<file path="config.mk">
export PLATFORM = sky130hd
export DESIGN_NAME = register_bank
export DESIGN_NICKNAME = d
export VERILOG_FILES = /design/src/hw/regfield_pkg.sv /design/src/hw/reg_field.sv /design/src/hw/register_bank.sv
export VERILOG_INCLUDE_DIRS = /design/src /design/src/hw
export SDC_FILE = /design/constraint.sdc
export NUM_CORES = 1
export LEC_CHECK = 0
export BUFFER_PORTS_ARGS = -buffer_cell sky130_fd_sc_hd__buf_2
export CAP_MARGIN = 20
export CORE_MARGIN = 3
export CORE_UTILIZATION = 50
export CTS_CLUSTER_SIZE = 24
export DETAILED_ROUTE_END_ITERATION = 8
export GPL_TIMING_DRIVEN = 0
export PLACE_DENSITY = 0.85
export REMOVE_ABC_BUFFERS = 1
export SYNTH_ARGS = -nofsm -noshare
export SYNTH_HDL_FRONTEND = slang
export SYNTH_SLANG_ARGS = --single-unit
export TNS_END_PERCENT = 5
</file>
<file path="constraint.sdc">
create_clock -name clk -period 4.6 [get_ports clk]
set_clock_uncertainty 0.1 [all_clocks]
set_input_delay 0.92 -clock clk [delete_from_list [all_inputs] [get_ports clk]]
set_output_delay 0.92 -clock clk [all_outputs]
set_load 0.1 [all_outputs]
</file>
<file path="src/hw/regfield_map.svh">
`ifndef REGFIELD_MAP_SVH
`define REGFIELD_MAP_SVH

// register offsets, added to the bank base address
`define OFF_CTRL 32'h0000_0000
`define OFF_RO 32'h0000_0004
`define OFF_RC 32'h0000_0008
`define OFF_WAC 32'h0000_000C
`define OFF_RW1C 32'h0000_0010
`define OFF_W1C 32'h0000_0014
`define OFF_W1S 32'h0000_0018

// field positions, upper and lower bit index, both inclusive, or lower index and width for events
`define CTRL_HI 31
`define CTRL_LO 15
`define RO_HI 31
`define RO_LO 0
`define EVT_LO 0
`define EVT_WIDTH 8

// reset values
`define RST_CTRL 17'h0_0000
`define RST_RO 32'h0000_0000
`define RST_EVT 8'h00
`define RST_W1S 8'h00

`endif

</file>
<file path="src/hw/regfield_pkg.sv">
package regfield_pkg;

   // access behaviour of one field
   typedef enum logic [2:0] {
      ACC_RW = 3'h0,
      ACC_RO = 3'h1,
      ACC_RC = 3'h2,
      ACC_WAC = 3'h3,
      ACC_RW1C = 3'h4,
      ACC_W1C = 3'h5,
      ACC_W1S = 3'h6
   } field_access_t;

   // true when an access address lands on base plus offset
   function automatic logic offset_hit(input logic [31:0] addr, input logic [31:0] base,
                                       input logic [31:0] off);
      offset_hit = (addr == 32'(base + off));
   endfunction : offset_hit

endpackage : regfield_pkg

</file>
<file path="src/hw/reg_field.sv">
`timescale 1ns/1ns
module reg_field #(
   parameter int HI = 7,
   parameter int LO = 0,
   parameter regfield_pkg::field_access_t ACCESS = regfield_pkg::ACC_RW,
   parameter logic [HI-LO:0] RESET = '0,
   parameter bit HAS_RESET = 1'b1
) (
   input wire logic clk,
   input wire logic sys_rst,
   input wire logic wr_hit,
   input wire logic rd_hit,
   input wire logic [31:0] wdata,
   input wire logic [HI-LO:0] hw_set,
   input wire logic [HI-LO:0] hw_value,
   output logic [HI-LO:0] value,
   output logic [31:0] rd_view
);

   logic [HI-LO:0] next_value;
   logic [HI-LO:0] wbits;

   // field sits in bits lo through hi of the data word, both ends included
   assign wbits = wdata[HI:LO];

   // hardware sets beat a same-cycle software clear so no event is lost
   always_comb begin
      next_value = value;
      case (ACCESS)
         regfield_pkg::ACC_RW: begin
            if (wr_hit) next_value = wbits;
         end
         regfield_pkg::ACC_RO: begin
            next_value = hw_value; // writes never reach a read-only field
         end
         regfield_pkg::ACC_RC: begin
            if (rd_hit) next_value = '0;
            next_value = next_value | hw_set;
         end
         regfield_pkg::ACC_WAC: begin
            if (wr_hit) next_value = '0;
            next_value = next_value | hw_set;
         end
         regfield_pkg::ACC_RW1C, regfield_pkg::ACC_W1C: begin
            if (wr_hit) next_value = value & ~wbits;
            next_value = next_value | hw_set;
         end
         regfield_pkg::ACC_W1S: begin
            if (wr_hit) next_value = value | wbits;
         end
         default: next_value = value;
      endcase
   end

   // an undefined-at-reset field simply skips the reset load
   always_ff @(posedge clk) begin
      if (sys_rst && HAS_RESET) value <= RESET;
      else value <= next_value;
   end

   // write-only fields show zero; other bits of the word read as zero
   always_comb begin
      rd_view = 32'h0000_0000;
      if (ACCESS != regfield_pkg::ACC_W1C) rd_view[HI:LO] = value;
   end

endmodule : reg_field

</file>
<file path="src/hw/register_bank.sv">
`timescale 1ns/1ns
`include "regfield_map.svh"
module register_bank #(
   parameter logic [31:0] BASE_ADDR = 32'h0000_0000,
   parameter int EVT_W = `EVT_WIDTH
) (
   input wire logic clk,
   input wire logic sys_rst,
   input wire logic acc_req,
   input wire logic acc_we,
   input wire logic [31:0] acc_addr,
   input wire logic [31:0] acc_wdata,
   output logic [31:0] acc_rdata,
   output logic acc_ack,
   output logic acc_miss,
   input wire logic [31:0] hw_ro_value,
   input wire logic [EVT_W-1:0] rc_set,
   input wire logic [EVT_W-1:0] wac_set,
   input wire logic [EVT_W-1:0] rw1c_set,
   input wire logic [EVT_W-1:0] w1c_set,
   output logic [`CTRL_HI-`CTRL_LO:0] ctrl_field,
   output logic [EVT_W-1:0] rc_value,
   output logic [EVT_W-1:0] wac_value,
   output logic [EVT_W-1:0] rw1c_value,
   output logic [EVT_W-1:0] w1c_value,
   output logic [EVT_W-1:0] w1s_value
);

   localparam int EVT_HI = `EVT_LO + EVT_W - 1;

   ////////////////////////////////////////////////////////////////////////////
   // address decode

   logic hit_ctrl, hit_ro, hit_rc, hit_wac, hit_rw1c, hit_w1c, hit_w1s;
   logic any_hit;
   logic rd_ctrl, rd_rc, rd_ro, rd_w1c;
   logic wr_ctrl, wr_ro, wr_wac, wr_rw1c, wr_w1c, wr_w1s;
   logic [31:0] ro_value;
   logic [31:0] view_ctrl, view_ro, view_rc, view_wac, view_rw1c, view_w1c, view_w1s;

   // each request is a single completed access, so effects fire once
   always_comb begin
      hit_ctrl = acc_req && regfield_pkg::offset_hit(acc_addr, BASE_ADDR, `OFF_CTRL);
      hit_ro = acc_req && regfield_pkg::offset_hit(acc_addr, BASE_ADDR, `OFF_RO);
      hit_rc = acc_req && regfield_pkg::offset_hit(acc_addr, BASE_ADDR, `OFF_RC);
      hit_wac = acc_req && regfield_pkg::offset_hit(acc_addr, BASE_ADDR, `OFF_WAC);
      hit_rw1c = acc_req && regfield_pkg::offset_hit(acc_addr, BASE_ADDR, `OFF_RW1C);
      hit_w1c = acc_req && regfield_pkg::offset_hit(acc_addr, BASE_ADDR, `OFF_W1C);
      hit_w1s = acc_req && regfield_pkg::offset_hit(acc_addr, BASE_ADDR, `OFF_W1S);
      any_hit = hit_ctrl | hit_ro | hit_rc | hit_wac | hit_rw1c | hit_w1c | hit_w1s;
   end

   // split hits into read and write strobes
   assign rd_ctrl = hit_ctrl && !acc_we;
   assign rd_ro = hit_ro && !acc_we;
   assign rd_rc = hit_rc && !acc_we;
   assign rd_w1c = hit_w1c && !acc_we;
   assign wr_ctrl = hit_ctrl && acc_we;
   assign wr_ro = hit_ro && acc_we;
   assign wr_wac = hit_wac && acc_we;
   assign wr_rw1c = hit_rw1c && acc_we;
   assign wr_w1c = hit_w1c && acc_we;
   assign wr_w1s = hit_w1s && acc_we;

   ////////////////////////////////////////////////////////////////////////////
   // fields

   reg_field #(.HI(`CTRL_HI), .LO(`CTRL_LO), .ACCESS(regfield_pkg::ACC_RW), .RESET(`RST_CTRL)) u_ctrl (
      .clk(clk), .sys_rst(sys_rst), .wr_hit(wr_ctrl), .rd_hit(rd_ctrl), .wdata(acc_wdata),
      .hw_set('0), .hw_value('0), .value(ctrl_field), .rd_view(view_ctrl));

   // read-only field follows hardware; its write strobe arrives and is ignored
   reg_field #(.HI(`RO_HI), .LO(`RO_LO), .ACCESS(regfield_pkg::ACC_RO), .RESET(`RST_RO)) u_ro (
      .clk(clk), .sys_rst(sys_rst), .wr_hit(wr_ro), .rd_hit(rd_ro), .wdata(acc_wdata),
      .hw_set('0), .hw_value(hw_ro_value), .value(ro_value), .rd_view(view_ro));

   reg_field #(.HI(EVT_HI), .LO(`EVT_LO), .ACCESS(regfield_pkg::ACC_RC), .RESET(EVT_W'(`RST_EVT))) u_rc (
      .clk(clk), .sys_rst(sys_rst), .wr_hit(1'b0), .rd_hit(rd_rc), .wdata(acc_wdata),
      .hw_set(rc_set), .hw_value('0), .value(rc_value), .rd_view(view_rc));

   reg_field #(.HI(EVT_HI), .LO(`EVT_LO), .ACCESS(regfield_pkg::ACC_WAC), .RESET(EVT_W'(`RST_EVT))) u_wac (
      .clk(clk), .sys_rst(sys_rst), .wr_hit(wr_wac), .rd_hit(1'b0), .wdata(acc_wdata),
      .hw_set(wac_set), .hw_value('0), .value(wac_value), .rd_view(view_wac));

   reg_field #(.HI(EVT_HI), .LO(`EVT_LO), .ACCESS(regfield_pkg::ACC_RW1C), .RESET(EVT_W'(`RST_EVT))) u_rw1c (
      .clk(clk), .sys_rst(sys_rst), .wr_hit(wr_rw1c), .rd_hit(1'b0), .wdata(acc_wdata),
      .hw_set(rw1c_set), .hw_value('0), .value(rw1c_value), .rd_view(view_rw1c));

   reg_field #(.HI(EVT_HI), .LO(`EVT_LO), .ACCESS(regfield_pkg::ACC_W1C), .RESET(EVT_W'(`RST_EVT))) u_w1c (
      .clk(clk), .sys_rst(sys_rst), .wr_hit(wr_w1c), .rd_hit(1'b0), .wdata(acc_wdata),
      .hw_set(w1c_set), .hw_value('0), .value(w1c_value), .rd_view(view_w1c));

   reg_field #(.HI(EVT_HI), .LO(`EVT_LO), .ACCESS(regfield_pkg::ACC_W1S), .RESET(EVT_W'(`RST_W1S))) u_w1s (
      .clk(clk), .sys_rst(sys_rst), .wr_hit(wr_w1s), .rd_hit(1'b0), .wdata(acc_wdata),
      .hw_set('0), .hw_value('0), .value(w1s_value), .rd_view(view_w1s));

   ////////////////////////////////////////////////////////////////////////////
   // read data and answer

   logic [31:0] next_rdata;
   logic next_ack;
   logic next_miss;

   // reserved bits come back zero since each view zero-fills them
   always_comb begin
      next_rdata = 32'h0000_0000;
      next_ack = acc_req;
      next_miss = acc_req && !any_hit; // unmapped: zero data, miss flagged
      if (acc_we) next_rdata = 32'h0000_0000;
      else if (hit_ctrl) next_rdata = view_ctrl;
      else if (hit_ro) next_rdata = view_ro;
      else if (hit_rc) next_rdata = view_rc;
      else if (hit_wac) next_rdata = view_wac;
      else if (hit_rw1c) next_rdata = view_rw1c;
      else if (hit_w1c) next_rdata = view_w1c;
      else if (hit_w1s) next_rdata = view_w1s;
   end

   // answer lands one edge after the request, straight from flops
   always_ff @(posedge clk) begin
      if (sys_rst) begin
         acc_rdata <= 32'h0000_0000;
         acc_ack <= 1'b0;
         acc_miss <= 1'b0;
      end else begin
         acc_rdata <= next_rdata;
         acc_ack <= next_ack;
         acc_miss <= next_miss;
      end
   end
endmodule : register_bank

</file>
==> Word level (Yosys, flattened, before mapping) <==
Cells that the tools add are included.
{ "word_totals": {"inputBits": 132, "output_inout_bits": 91, "word_cells": 61, "reg_bits": 123} }
{ "classes": {"bitwise_logic": 14, "reduce_logical": 19, "n_mux": 11, "n_eq_ne": 6} }
{ "ops": {"columns": ["op", "n"], "rows": [
  ["$eq 32x5->1 const B", 3],
  ["$mux 8", 9],
  ["$eq 32x4->1 const B", 2],
  ["$mux 32", 2],
  ["$or 8x8->8", 5],
  ["$eq 32x3->1 const B", 1],
  ["$logic_not 32->1", 1],
  ["$and 8x8->8", 2],
  ["$logic_and 1x1->1", 14],
  ["$not 8->8", 1],
  ["$or 1x1->1", 6],
  ["$reduce_or 3->1", 1],
  ["$logic_not 1->1", 2],
  ["$reduce_or 2->1", 1]
]} }

==> Logic depth before layout (Yosys ltp) <==
Gate-level depths: netlist of the first run.
{ "depth": {"depth_word": 10, "ltp_mapped": 6, "mapped_depth_nobuf": 4} }

==> Hierarchy <==
Synthesis of the first run repeated with hierarchy kept, for this count alone.
{ "hier_totals": {"cells_unflattened": 939, "area_unflattened_um2": 7977.7} }
{ "modules_own_cells": {"columns": ["mod", "instances", "seq_area_each_um2", "area_per_inst_um2", "cells_each"], "rows": [
  ["register_bank", 1, 680.7, 3215.6, 427],
  ["reg_field at u_rw1c ...", 2, 160.2, 606.8, 67],
  ["reg_field at u_ro", 1, 640.6, 1103.6, 99],
  ["reg_field at u_rc ...", 2, 160.2, 548.0, 66],
  ["reg_field at u_ctrl", 1, 340.3, 858.3, 88],
  ["reg_field at u_w1s", 1, 160.2, 490.5, 59]
]} }

==> Worst setup path before layout of the first run <==
Ideal clock, no wire load.
{ "synth_timing": {"path_type": "input to register", "startpoint": "input port acc_addr[19]", "endpoint": "register u_ctrl.value[10]", "path_stages": 6, "arrival_time_ps": 2231, "path_buffers": 2, "required_ps": 4428, "setup_ps": 72, "path_slack_ps": 2197, "cell_sequence": "nor4_2 nand4_2 nor4_2 buf_4 buf_12 mux2i_1"} }
{ "synth_via": {"elab_chain_len": 3} }
{ "synth_lines": {"columns": ["element", "line", "text"], "rows": [
  ["start, declared", "register_bank.sv:11", "input wire logic [31:0] acc_addr,"],
  ["$logic_not 32->1", "regfield_pkg.sv:17", "offset_hit = (addr == 32'(base + off));"],
  ["$logic_and 1x1->1", "register_bank.sv:43", "hit_ctrl = acc_req && regfield_pkg::offset_hit(acc_addr, BASE_ADDR, `OFF_CTRL);"],
  ["$logic_and 1x1->1", "register_bank.sv:58", "assign wr_ctrl = hit_ctrl && acc_we;"],
  ["end signal, assigned", "reg_field.sv:58", "else value <= next_value;"],
  ["end, declared", "reg_field.sv:16", "output logic [HI-LO:0] value,"]
]} }
No other way between the ends.
A chain may end at the register's enable or synchronous reset.

==> Worst setup path after layout of the first run <==
{ "layout_timing": {"startpoint": "input port acc_addr[2]", "endpoint": "register u_w1c.value[3]"} }
{ "layout_via": {"elab_chain_len": 5} }
{ "layout_lines": {"columns": ["element", "line", "text"], "rows": [
  ["$eq 32x5->1", "regfield_pkg.sv:17", null],
  ["$logic_and 1x1->1", "register_bank.sv:48", "hit_w1c = acc_req && regfield_pkg::offset_hit(acc_addr, BASE_ADDR, `OFF_W1C);"],
  ["$logic_and 1x1->1", "register_bank.sv:62", "assign wr_w1c = hit_w1c && acc_we;"],
  ["$mux 8", "reg_field.sv:45", "if (wr_hit) next_value = value & ~wbits;"],
  ["$or 8x8->8", "reg_field.sv:46", "next_value = next_value | hw_set;"],
  ["end signal, assigned", "reg_field.sv:58", null],
  ["end, declared", "reg_field.sv:16", null]
]} }
No other way between the ends.

==> summary.md, run 1 <==
| Metric | Value |
|---|---|
| Hold buffer count at cts | 0 |
| Peak ir drop on the vdd network | ~0.23 mV |
| Max-Cap Viols | 0 |
| Post_cts resized | 0 |
| Maximum fanout encountered on the critical timing path | 45 |
| Buffers from clock root to sink, at most | 2 |
| Average routed wire per standard cell | around 16 um |
| Drt first pass iters | 6 |
| IO Count | 223 |
| Startpoint type of the worst setup path | input pin |
| Avg Synthesized Cell Area | between 9 and 10 sq um |
| Type of destination of the critical path | flop |
| Vias after detailed routing | 4271 |
| Xor and xnor fraction of the mapped netlist area | 0% |
| Most used standard cell by instance count after synthesis | sky130_fd_sc_hd__dfxtp_1 |
| Number of cells in the design after placement | between 800 and 900 |
| Antenna Nets Post-Route | 0 |
| Fill count | 745 |
| Post-place instance area | slightly below 0.006 sq mm |
| Setup slack of the critical path after layout | 1.53 ns |
| Top post-synthesis cells by area | sky130_fd_sc_hd__dfxtp_1 (52%), sky130_fd_sc_hd__mux2i_1 (8.8%), sky130_fd_sc_hd__nor2_1 (7.2%), sky130_fd_sc_hd__a211oi_1 (5.0%), sky130_fd_sc_hd__nand2b_1 (4.8%) |
| Tightest slew margin relative to the limit | between 20 and 30% |
| Depth of the CTS H-tree | 4 |
| Area leader, netlist | sky130_fd_sc_hd__dfxtp_1 |
| DR vias/cell | ~5 |
| Overall overflow remaining after global route | 0 |
| Global placement routability congestion | about 0.86 |
| Setup bufs post-CTS | 0 |
| Share of cell area taken by muxes after synthesis | about 9% |
| Largest net degree at the start of global routing | between 100 and 150 |
| Number of buffers added on ports | roughly 220 |
| Layout Cell Area excl Fill | roughly 0.0064 sq mm |
| Antenna cells | 0 |
| Core utilization of the finished layout | a little over two thirds |
| First-pass GRT wire length | about 21000 um |
| Final clock period utilization by the worst path | 66.7% |
| Area used by multi-input combinational logic | 0.00212 sq mm |
| Number of flops mapped to enable cells by yosys | 0 |
| Post-synth top area share | between 50 and 60% |
| Starting utilization of the core area | approximately half |
| Area added between synthesis and finish | 34.4% |
| Achievable frequency | ~330 MHz |
| Number of pins with negative max-slew slack in the final report | 0 |
| Die area | ~0.011 sq mm |
| Total Routing Usage GR | around a quarter |
| Via count of the first global-routing pass | approximately 4.3k |
| Die height | 104 um |
| Ys flop type | sky130_fd_sc_hd__dfxtp_1 |
| Data arrival time at the worst-slack endpoint | between 3 and 4 ns |
| Count of nets after finishing | around 830 |
| First DRT Iteration DRCs | around 160 |
| DRC viols | 0 |
| Post-synth design cell area | between 0.004 and 0.005 sq mm |
| Aggregate negative setup slack | 0 ns |
| Syn Inst Count | a little under 500 |
| Leakage Power | 2.94 nW |
| Simple logic cell fraction of the synthesized area | between 20% and 30% |
| Standard-cell rows | 35 |
| Min cycle time layout | approximately 3.1 ns |
| Power per Cell Area | approximately 410 mW/mm^2 |
| Count of final setup violators | 0 |
| Count of clock tree sinks | around 120 |
| Share of flip-flops with an asynchronous set or reset after synthesis | 0% |
| Post-synthesis register bit count | roughly 120 |
| Total clock buffers created by CTS | 17 |
| Critical Setup Path Class | input pin to flop |
| Register cell area after layout | 0.00246 sq mm |
| Post-route total power | roughly 2.6 mW |
| Width of the die | roughly 100 um |
| Hold WC Path Type | flop to flop |
| Register area share after synthesis | between 50% and 60% |
| Worst-skew pair later-pin latency | 0.50 ns |
| Number of antenna violations at the first check in global routing | 0 |
| Endpoints failing hold | 0 |
| Unrepaired setup endpoints after global routing | no |
| Post-synthesis adder-cell area fraction | 0% |
| Floorplan core area | 0.00924 sq mm |
| Yosys Warn Count | 0 |
| Sum of net half-perimeters after detailed placement | about 9500 um |
| Clock-pin slew on the worst setup and hold paths | approximately 0.06 ns |
| Final hold slack | roughly 0.36 ns |
| Share of layout cells above drive strength 1 | a little over a third |
| Outcome | complete, no violations |
| List of most frequent post-synthesis cells | sky130_fd_sc_hd__dfxtp_1 (123), sky130_fd_sc_hd__nor2_1 (91), sky130_fd_sc_hd__mux2i_1 (42), sky130_fd_sc_hd__nand2b_1 (37), sky130_fd_sc_hd__nor2b_1 (35) |
| DP Worst Slack | 1.09 ns |
| Compound-cell area share of the yosys netlist | around 10% |
| TritonCTS clock tree | yes |
| Tightest Pin Transition | 1.04 ns |
| Combinational family with the most area after synthesis | simple AND/OR/NAND/NOR gates |
| Buffer type at the clock tree root | sky130_fd_sc_hd__clkbuf_8 |
| Final cell count without fillers | roughly 840 |
| CP Data Required Time | about 4.8 ns |
| Total wire length after detailed routing | 13300 um |
| Number of distinct library cells after synthesis | 33 |
==> cell usage in the layout, fill, tap and decap left out, types with 2 or more instances in the layout <==
cell / instances
sky130_fd_sc_hd__a211oi_1: 32
sky130_fd_sc_hd__a21oi_1: 14
sky130_fd_sc_hd__a311oi_1: 7
sky130_fd_sc_hd__and4_1: 9
sky130_fd_sc_hd__buf_2: 214
sky130_fd_sc_hd__buf_6: 2
sky130_fd_sc_hd__clkbuf_1: 3
sky130_fd_sc_hd__clkbuf_16: 16
sky130_fd_sc_hd__clkbuf_8: 2
sky130_fd_sc_hd__clkinv_2: 5
sky130_fd_sc_hd__clkinv_4: 3
sky130_fd_sc_hd__clkinvlp_4: 3
sky130_fd_sc_hd__dfxtp_1: 123
sky130_fd_sc_hd__inv_1: 15
sky130_fd_sc_hd__mux2i_1: 42
sky130_fd_sc_hd__nand2_1: 9
sky130_fd_sc_hd__nand2b_1: 37
sky130_fd_sc_hd__nand3_1: 11
sky130_fd_sc_hd__nor2_1: 91
sky130_fd_sc_hd__nor2b_1: 35
sky130_fd_sc_hd__nor3_1: 2
sky130_fd_sc_hd__nor4_2: 2
sky130_fd_sc_hd__nor4_4: 6
sky130_fd_sc_hd__o21ai_0: 7
sky130_fd_sc_hd__o22ai_1: 8
==> cell type report <==
type / count / share of cell area [%]
Timing Repair Buffer: 217 / 17.2
Clock buffer: 21 / 6.84
Clock inverter: 11 / 1.15
Multi-Input combinational cell: 323 / 33.1
Tap cell: 129 / 2.52
Inverter: 15 / 0.877
Sequential cell: 123 / 38.4
==> routing by layer <==
metal	global-route usage [%]	wire, um	vias to the layer above
met3	10.3	1160	15
met5	0	0	-
met1	27.0	5230	1986
met2	43.5	6670	175
li1	-	-	2095
met4	7.50	225	0
==> worst max-delay path, stage by stage <==
cell                       delay (ns)
sky130_fd_sc_hd__buf_2           0.75
sky130_fd_sc_hd__nor2b_1         0.50
sky130_fd_sc_hd__nand2_1         0.10
sky130_fd_sc_hd__nor3_1          0.80
sky130_fd_sc_hd__a211oi_1        0.18
==> registers in the layout, indices dropped and copies added, names as in the netlist <==
| name | cells |
|---|---|
| acc_ack | 1 |
| acc_miss | 1 |
| acc_rdata | 32 |
| u_ctrl.value | 17 |
| u_rc.value | 8 |
| u_ro.rd_view | 32 |
| u_rw1c.value | 8 |
| u_w1c.value | 8 |
| u_w1s.value | 8 |
| u_wac.value | 8 |
==> cell families after synthesis <==
family | count (synthesis)
AND/OR/NAND/NOR | 209
flip-flops | 123
multiplexers | 43
buffers and inverters | 45
AO/OA/AOI/OAI | 71
==> worst paths after layout <==
check / from / endpoint / slack [ns] / cells after the start
hold reg to reg: u_ro.rd_view[14]$_SDFF_PP0_ / acc_rdata[14]$_SDFF_PP0_ / 0.36 / 1
setup reg to reg: u_rc.value[4]$_SDFF_PP0_ / acc_rdata[4]$_SDFF_PP0_ / 3.20 / 4
hold / removal: u_ro.rd_view[14]$_SDFF_PP0_ / acc_rdata[14]$_SDFF_PP0_ / 0.36 / 1
setup / recovery: acc_addr[2] / u_w1c.value[3]$_SDFF_PP0_ / 1.53 / 5
==> where the power goes <==
part           switching, mW  total [mW]  internal (mW)
sequential            0.0180        1.12           1.10
combinational          0.253       0.352         0.0985
clock                  0.462        1.13          0.672
total                  0.733        2.61           1.87
No activity file was read; power rests on OpenSTA's default activity.
==> run 2, diff against run 1 <==
--- a/config.mk
+++ b/config.mk
@@ -6,14 +6,15 @@
 export SDC_FILE = /design/constraint.sdc
 export NUM_CORES = 1
 export LEC_CHECK = 0
+export ABC_AREA = 1
 export BUFFER_PORTS_ARGS = -buffer_cell sky130_fd_sc_hd__buf_2
 export CAP_MARGIN = 20
 export CORE_MARGIN = 3
-export CORE_UTILIZATION = 50
+export CORE_UTILIZATION = 46
 export CTS_CLUSTER_SIZE = 24
 export DETAILED_ROUTE_END_ITERATION = 8
 export GPL_TIMING_DRIVEN = 0
-export PLACE_DENSITY = 0.85
+export PLACE_DENSITY = 0.8
 export REMOVE_ABC_BUFFERS = 1
 export SYNTH_ARGS = -nofsm -noshare
 export SYNTH_HDL_FRONTEND = slang
==> constraint.sdc (replaced) <==
create_clock -name clk -period 3.19 [get_ports clk]
set_clock_uncertainty 0.1 [all_clocks]
set_input_delay 0.638 -clock clk [delete_from_list [all_inputs] [get_ports clk]]
set_output_delay 0.638 -clock clk [all_outputs]
set_load 0.1 [all_outputs]
==> summary.md, run 2 <==
| Metric | Value |
|---|---|
| Outcome | complete, no violations |
| Antenna Nets Post-Route | 0 (unchanged) |
| Buffer type at the clock tree root | sky130_fd_sc_hd__clkbuf_8 |
| Launch point of the critical path | u_wac.value[3]$_SDFF_PP0_ |
| Register-to-register setup slack | 2.21 ns (-0.99 ns) |
| Die height | 106 um (+2.6%) |
| Number of flops mapped to enable cells by yosys | 0 (unchanged) |
| Register area share after synthesis | 53.1% (+1.5 points) |
| Most used standard cell by instance count after synthesis | sky130_fd_sc_hd__dfxtp_1 |
| Drt first pass iters | 5 (-1) |
| Unrepaired setup endpoints after global routing | no |
| Achievable frequency | approximately 470 MHz |
| Top post-synthesis cells by area | sky130_fd_sc_hd__dfxtp_1 (53%), sky130_fd_sc_hd__nor2_1 (9.0%), sky130_fd_sc_hd__a21oi_1 (6.9%), sky130_fd_sc_hd__nand2_1 (6.5%), sky130_fd_sc_hd__inv_1 (4.7%) |
| Overall overflow remaining after global route | 0 (unchanged) |
| Peak ir drop on the vdd network | 0.479 mV (+110%) |
| Number of antenna violations at the first check in global routing | 0 (unchanged) |
| Global placement routability congestion | 0.784 (-8.4%) |
| Setup bufs post-CTS | 0 (unchanged) |
| Worst Min Path Start | w1c_set[4] |
| Area used by multi-input combinational logic | 0.00179 sq mm (-16%) |
| Top library cells by usage in the layout, fill and taps aside | sky130_fd_sc_hd__buf_2 (215), sky130_fd_sc_hd__dfxtp_1 (123), sky130_fd_sc_hd__nor2_1 (111) |
| Hold Path Stages | 3 (+2) |
| Starting utilization of the core area | 47.4% (-4.2 points) |
| Post-synth top area share | 53.1% (+1.5 points) |
| Count of clock tree sinks | 123 (unchanged) |
| Hold buffer count at cts | 0 (unchanged) |
| CP Data Required Time | 2.45 ns (-2.37 ns) |
| Die area | 0.0113 sq mm (+5.2%) |
| Delay of the slowest cell on the worst path | 0.46 ns (-0.34 ns) |
| Max stage delay cell, worst path | sky130_fd_sc_hd__buf_2 |
| Commonest non-fill, non-tap cell in the layout | sky130_fd_sc_hd__buf_2 |
| Antenna cells | 0 (unchanged) |
| Tightest Pin Transition | 1.07 ns (+0.0307 ns) |
| Ys flop type | sky130_fd_sc_hd__dfxtp_1 |
| Hold WC Path Type | input pin to flop |
| Area added between synthesis and finish | 36.8% |
| Tightest slew margin relative to the limit | 28.4% (-1.6 points) |
| Core utilization of the finished layout | 64.9% (-4.6 points) |
| Number of pins with negative max-slew slack in the final report | 0 (unchanged) |
| Count of nets after finishing | 923 (+11%) |
| Hold path endpoint | u_w1c.value[4]$_SDFF_PP0_ |
| List of most frequent post-synthesis cells | sky130_fd_sc_hd__dfxtp_1 (123), sky130_fd_sc_hd__nor2_1 (111), sky130_fd_sc_hd__nand2_1 (80), sky130_fd_sc_hd__a21oi_1 (64), sky130_fd_sc_hd__inv_1 (58) |
| Yosys Warn Count | 0 (unchanged) |
| Total Routing Usage GR | 23.2% (-1.5 points) |
| Worst path cell trace | buf_2 |
| Post-route total power | 3.92 mW (+50%) |
| Critical path buffers and inverters | 1 (unchanged) |
| Startpoint type of the worst setup path | flop |
| First DRT Iteration DRCs | 259 (+63%) |
| Sum of net half-perimeters after detailed placement | 9570 um (+0.50%) |
| Worst R2R End | acc_rdata[2]$_SDFF_PP0_ |
| Clock-pin slew on the worst setup and hold paths | 0.06 ns (about the same) |
| Buffers from clock root to sink, at most | 2 (unchanged) |
| Count of final setup violators | 0 (unchanged) |
| Floorplan core area | 0.00977 sq mm (+5.8%) |
| Maximum fanout encountered on the critical timing path | 3 (-93%) |
| Post-place instance area | 0.00576 sq mm (-2.5%) |
| Leakage Power | 3.07 nW (+4.4%) |
| Number of distinct library cells after synthesis | 26 (-21%) |
| IO Count | 223 (unchanged) |
| Register cell area after layout | 0.00246 sq mm (unchanged) |
| Depth of the CTS H-tree | 4 (unchanged) |
| Endpoints failing hold | 0 (unchanged) |
| Final clock period utilization by the worst path | about two thirds |
| Min cycle time layout | approximately 2.1 ns |
| Syn Inst Count | 579 (+18%) |
| Total clock buffers created by CTS | 17 (unchanged) |
| Final hold slack | 0.230 ns (-0.133 ns) |
| Number of buffers added on ports | 215 (unchanged) |
| Layout Cell Area excl Fill | 0.00634 sq mm (-1.2%) |
| Critical Setup Path Class | flop to primary output |
| Vias after detailed routing | 4565 (+6.9%) |
| Post_cts resized | 0 (unchanged) |
| Post-synth design cell area | 0.00464 sq mm (-2.9%) |
| Data arrival time at the worst-slack endpoint | 1.38 ns (-1.91 ns) |
| TritonCTS clock tree | yes |
| Largest net degree at the start of global routing | 54 (-51%) |
| Path depth of the worst reg2reg path | 4 (unchanged) |
| Worst-skew pair later-pin latency | 0.51 ns (about the same) |
| Average routed wire per standard cell | 14.0 um (-12%) |
| Aggregate negative setup slack | 0 ns (unchanged) |
| Total wire length after detailed routing | 13100 um (-1.5%) |
| Top Family by Delay on Critical Path | buffers and inverters |
| Power per Cell Area | 618 mW/mm^2 (+52%) |
| Share of layout cells above drive strength 1 | 34.8% (-1.8 points) |
| Share of flip-flops with an asynchronous set or reset after synthesis | 0% (unchanged) |
| First-pass GRT wire length | 20800 um (-1.8%) |
| Area leader, netlist | sky130_fd_sc_hd__dfxtp_1 |
| Source of the worst register-to-register timing path | u_rw1c.value[2]$_SDFF_PP0_ |
| Standard-cell rows | 36 (+2.9%) |
| DRC viols | 0 (unchanged) |
| Avg Synthesized Cell Area | 8.01 sq um (-18%) |
| Post-synthesis register bit count | 123 (unchanged) |
| DR vias/cell | 4.87 (-4.3%) |
| Via count of the first global-routing pass | 4423 (+2.8%) |
| Max-Cap Viols | 0 (unchanged) |
| Fill count | 854 (+15%) |
| Width of the die | 106 um (+2.6%) |
| Type of destination of the critical path | primary output |
[run 2: cell count changes after synthesis, sizes merged, moves of 35 or more]
cell,delta
a21oi,+50
nor2b,-35
nand2b,-37
nand2,+73
mux2i,-42
o21ai,+35
inv,+47
[run 2: cell type report]
cell class / count / share of cell area, %
Timing Repair Buffer: 217 / 17.4
Clock inverter: 12 / 2.19
Tap cell: 133 / 2.62
Clock buffer: 20 / 7.02
Sequential cell: 123 / 38.8
Inverter: 62 / 3.71
Multi-Input combinational cell: 370 / 28.2
[run 2: layer usage]
metal  track usage [%]  routed length, um  up-vias
met4              7.40                112        0
met3              6.25               1020       12
li1                  -                  -     2267
met2              41.8               6740      194
met5                 0                  0        -
met1              26.6               5210     2092
[run 2: worst max-delay path by stage]
stage	end	slack, ns	cells after the start
after CTS	wac_value[3]	1.04	1
after global routing	acc_rdata[2]$_SDFF_PP0_	0.92	11
final	wac_value[3]	1.07	1
after detailed placement	u_rc.value[1]$_SDFF_PP0_	0.52	5
after floorplan	acc_rdata[0]$_SDFF_PP0_	1.10	10
after global placement	acc_rdata[2]$_SDFF_PP0_	-0.25	6
[run 2: cells by family (layout without fill, tap and decap cells)]
| kind of cell | count (synthesis) | after routing | share of synthesized area, % |
|---|---|---|---|
| and+or+nand+nor | 264 | 264 | 27.2 |
| DFF | 123 | 123 | 53.1 |
| AOI/OAI and AO/OA | 106 | 106 | 11.4 |
| buffers and inverters | 86 | 311 | 8.26 |
[run 2: through the flow]
| stage | std cells | setup slack [ns] |
|---|---|---|
| after global routing | 937 | 0.915 |
| after detailed placement | 905 | 0.518 |
| final | 937 | 1.07 |
| after floorplan | 555 | 1.10 |
| after global placement | 903 | -0.247 |
| after CTS | 937 | 1.04 |
[run 2: report_power, final]
group | switching [mW] | total, mW | internal (mW)
clock network | 0.702 | 1.86 | 1.16
logic | 0.331 | 0.437 | 0.106
registers | 0.0283 | 1.62 | 1.59
total | 1.06 | 3.92 | 2.86
==> run 3, diff against run 2 <==
==> constraint.sdc (replaced) <==
create_clock -name clk -period 2.06 [get_ports clk]
set_clock_uncertainty 0.1 [all_clocks]
set_input_delay 0.412 -clock clk [delete_from_list [all_inputs] [get_ports clk]]
set_output_delay 0.412 -clock clk [all_outputs]
set_load 0.1 [all_outputs]
==> summary.md, run 3 (synthesis results as in run 2) <==
| Metric | Value |
|---|---|
| Aggregate negative setup slack | 0 ns (unchanged) |
| Hold buffer count at cts | 40 (+40) |
| Tightest slew margin relative to the limit | 28.0% (-0.45 points) |
| Max stage delay cell, worst path | sky130_fd_sc_hd__inv_1 |
| Overall overflow remaining after global route | 0 (unchanged) |
| Count of final setup violators | 0 (unchanged) |
| Post-place instance area | 0.00576 sq mm (unchanged) |
| Starting utilization of the core area | 47.4% (unchanged) |
| Layout Cell Area excl Fill | 0.00674 sq mm (+6.3%) |
| Data arrival time at the worst-slack endpoint | 2.23 ns (+0.85 ns) |
| DP Worst Slack | -0.386 ns (-0.904 ns) |
| Critical Setup Path Class | input pin to flop |
| Number of antenna violations at the first check in global routing | 0 (unchanged) |
| Worst-skew pair later-pin latency | 0.51 ns (about the same) |
| Via count of the first global-routing pass | 4742 (+7.2%) |
| Count of nets after finishing | 963 (+4.3%) |
| Top library cells by usage in the layout, fill and taps aside | sky130_fd_sc_hd__buf_2 (215), sky130_fd_sc_hd__dfxtp_1 (123), sky130_fd_sc_hd__nor2_1 (111) |
| Endpoints failing hold | 0 (unchanged) |
| Number of pins with negative max-slew slack in the final report | 0 (unchanged) |
| Min cycle time layout | 1.94 ns |
| IO Count | 223 (unchanged) |
| Total wire length after detailed routing | 14200 um (+8.7%) |
| Outcome | complete, no violations |
| Standard-cell rows | 36 (unchanged) |
| Unrepaired setup endpoints after global routing | no |
| Hold WC Path Type | input pin to flop |
| Width of the die | 106 um (unchanged) |
| Buffer type at the clock tree root | sky130_fd_sc_hd__clkbuf_8 |
| Type of destination of the critical path | flop |
| Die height | 106 um (unchanged) |
| First DRT Iteration DRCs | 305 (+18%) |
| Buffers from clock root to sink, at most | 2 (unchanged) |
| Antenna cells | 0 (unchanged) |
| Maximum fanout encountered on the critical timing path | 21 (+18) |
| Power per Cell Area | 910 mW/mm^2 (+47%) |
| Leakage Power | 3.24 nW (+5.4%) |
| Clock-pin slew on the worst setup and hold paths | 0.06 ns (about the same) |
| Source of the worst register-to-register timing path | u_rw1c.value[2]$_SDFF_PP0_ |
| Setup bufs post-CTS | 0 (unchanged) |
| TritonCTS clock tree | yes |
| Critical path buffers and inverters | 2 (+1) |
| Core utilization of the finished layout | 69.0% (+4.1 points) |
| Worst Min Path Start | wac_set[6] |
| Number of buffers added on ports | 215 (unchanged) |
| Startpoint type of the worst setup path | input pin |
| Setup slack of the critical path after layout | 0.120 ns (-0.955 ns) |
| Share of layout cells above drive strength 1 | 33.2% (-1.7 points) |
| Launch point of the critical path | acc_we |
| Area added between synthesis and finish | 45.5% |
| Total clock buffers created by CTS | 17 (unchanged) |
| Tightest Pin Transition | 1.08 ns (+0.00667 ns) |
| Largest net degree at the start of global routing | 54 (unchanged) |
| Floorplan core area | 0.00977 sq mm (unchanged) |
| Post_cts resized | 0 (unchanged) |
| DR vias/cell | 4.95 (+1.6%) |
| Worst path cell trace | buf_2 -> inv_1 -> nand2_1 -> a21oi_1 -> nor2_1 |
| Total Routing Usage GR | 25.2% (+2.0 points) |
| Final hold slack | 0.0264 ns (-0.203 ns) |
| Max-Cap Viols | 0 (unchanged) |
| Delay of the slowest cell on the worst path | 0.80 ns (+0.34 ns) |
| Achievable frequency | slightly above 500 MHz |
| Vias after detailed routing | 4837 (+6.0%) |
| DRC viols | 0 (unchanged) |
| Peak ir drop on the vdd network | 0.774 mV (+62%) |
| Global placement routability congestion | 0.784 (unchanged) |
| Sum of net half-perimeters after detailed placement | 9570 um (unchanged) |
| First-pass GRT wire length | 22500 um (+8.3%) |
| Count of clock tree sinks | 123 (unchanged) |
| CP Data Required Time | 2.35 ns (-0.10 ns) |
| Drt first pass iters | 5 (unchanged) |
| Commonest non-fill, non-tap cell in the layout | sky130_fd_sc_hd__buf_2 |
| Antenna Nets Post-Route | 0 (unchanged) |
| Final clock period utilization by the worst path | a little over nine tenths |
| Top Family by Delay on Critical Path | buffers and inverters |
| Depth of the CTS H-tree | 4 (unchanged) |
| Average routed wire per standard cell | 14.6 um (+4.3%) |
| Die area | 0.0113 sq mm (unchanged) |
==> run 3: cell count changes in the layout (fill, tap and decap cells not counted), sizes merged <==
cell / previous run / this run
dlygate4sd3: 0 / 40
==> run 3: worst paths after layout <==
path / to / slack [ns] / cells after the start
setup / recovery: u_rc.value[3]$_SDFF_PP0_ / 0.12 / 5
hold / removal: u_wac.value[6]$_SDFF_PP0_ / 0.03 / 3
setup reg to reg: acc_rdata[2]$_SDFF_PP0_ / 1.07 / 4
hold reg to reg: acc_rdata[14]$_SDFF_PP0_ / 0.33 / 2
==> run 3: cell type report <==
cell class | instances | area (sq um)
well taps | 133 | 166
clock buffers | 20 | 445
repair buffers | 257 | 1500
multi-input cells | 370 | 1790
fillers | 782 | 3030
flip-flops and latches | 123 | 2460
inverters | 62 | 235
clock inverters | 12 | 139
==> run 3: report_power, final <==
part           switching [mW]  total (mW)  internal (mW)  leakage, nW
registers              0.0454        2.51           2.46         1.01
clock network            1.09        2.89           1.80        0.286
logic                   0.531       0.745          0.213         1.94
==> run 3: tightest hold or removal path: stages <==
cell and delay (ns):
sky130_fd_sc_hd__buf_2 0.07, sky130_fd_sc_hd__a21oi_1 0.03, sky130_fd_sc_hd__nor2_1 0.08
==> run 3: layer usage <==
metal | global-route usage, % | up-vias | wire, um
met5 | 0 | - | 0
met4 | 10.3 | 0 | 167
met3 | 6.31 | 18 | 1140
met2 | 45.7 | 235 | 7500
met1 | 28.0 | 2229 | 5420
li1 | - | 2355 | -
==> run 3: through the flow <==
stage | cells | total power [mW]
after floorplan | 555 | 2.99
after global placement | 903 | 3.21
after detailed placement | 905 | 3.23
after CTS | 977 | 6.17
after global routing | 977 | 6.34
final | 977 | 6.14
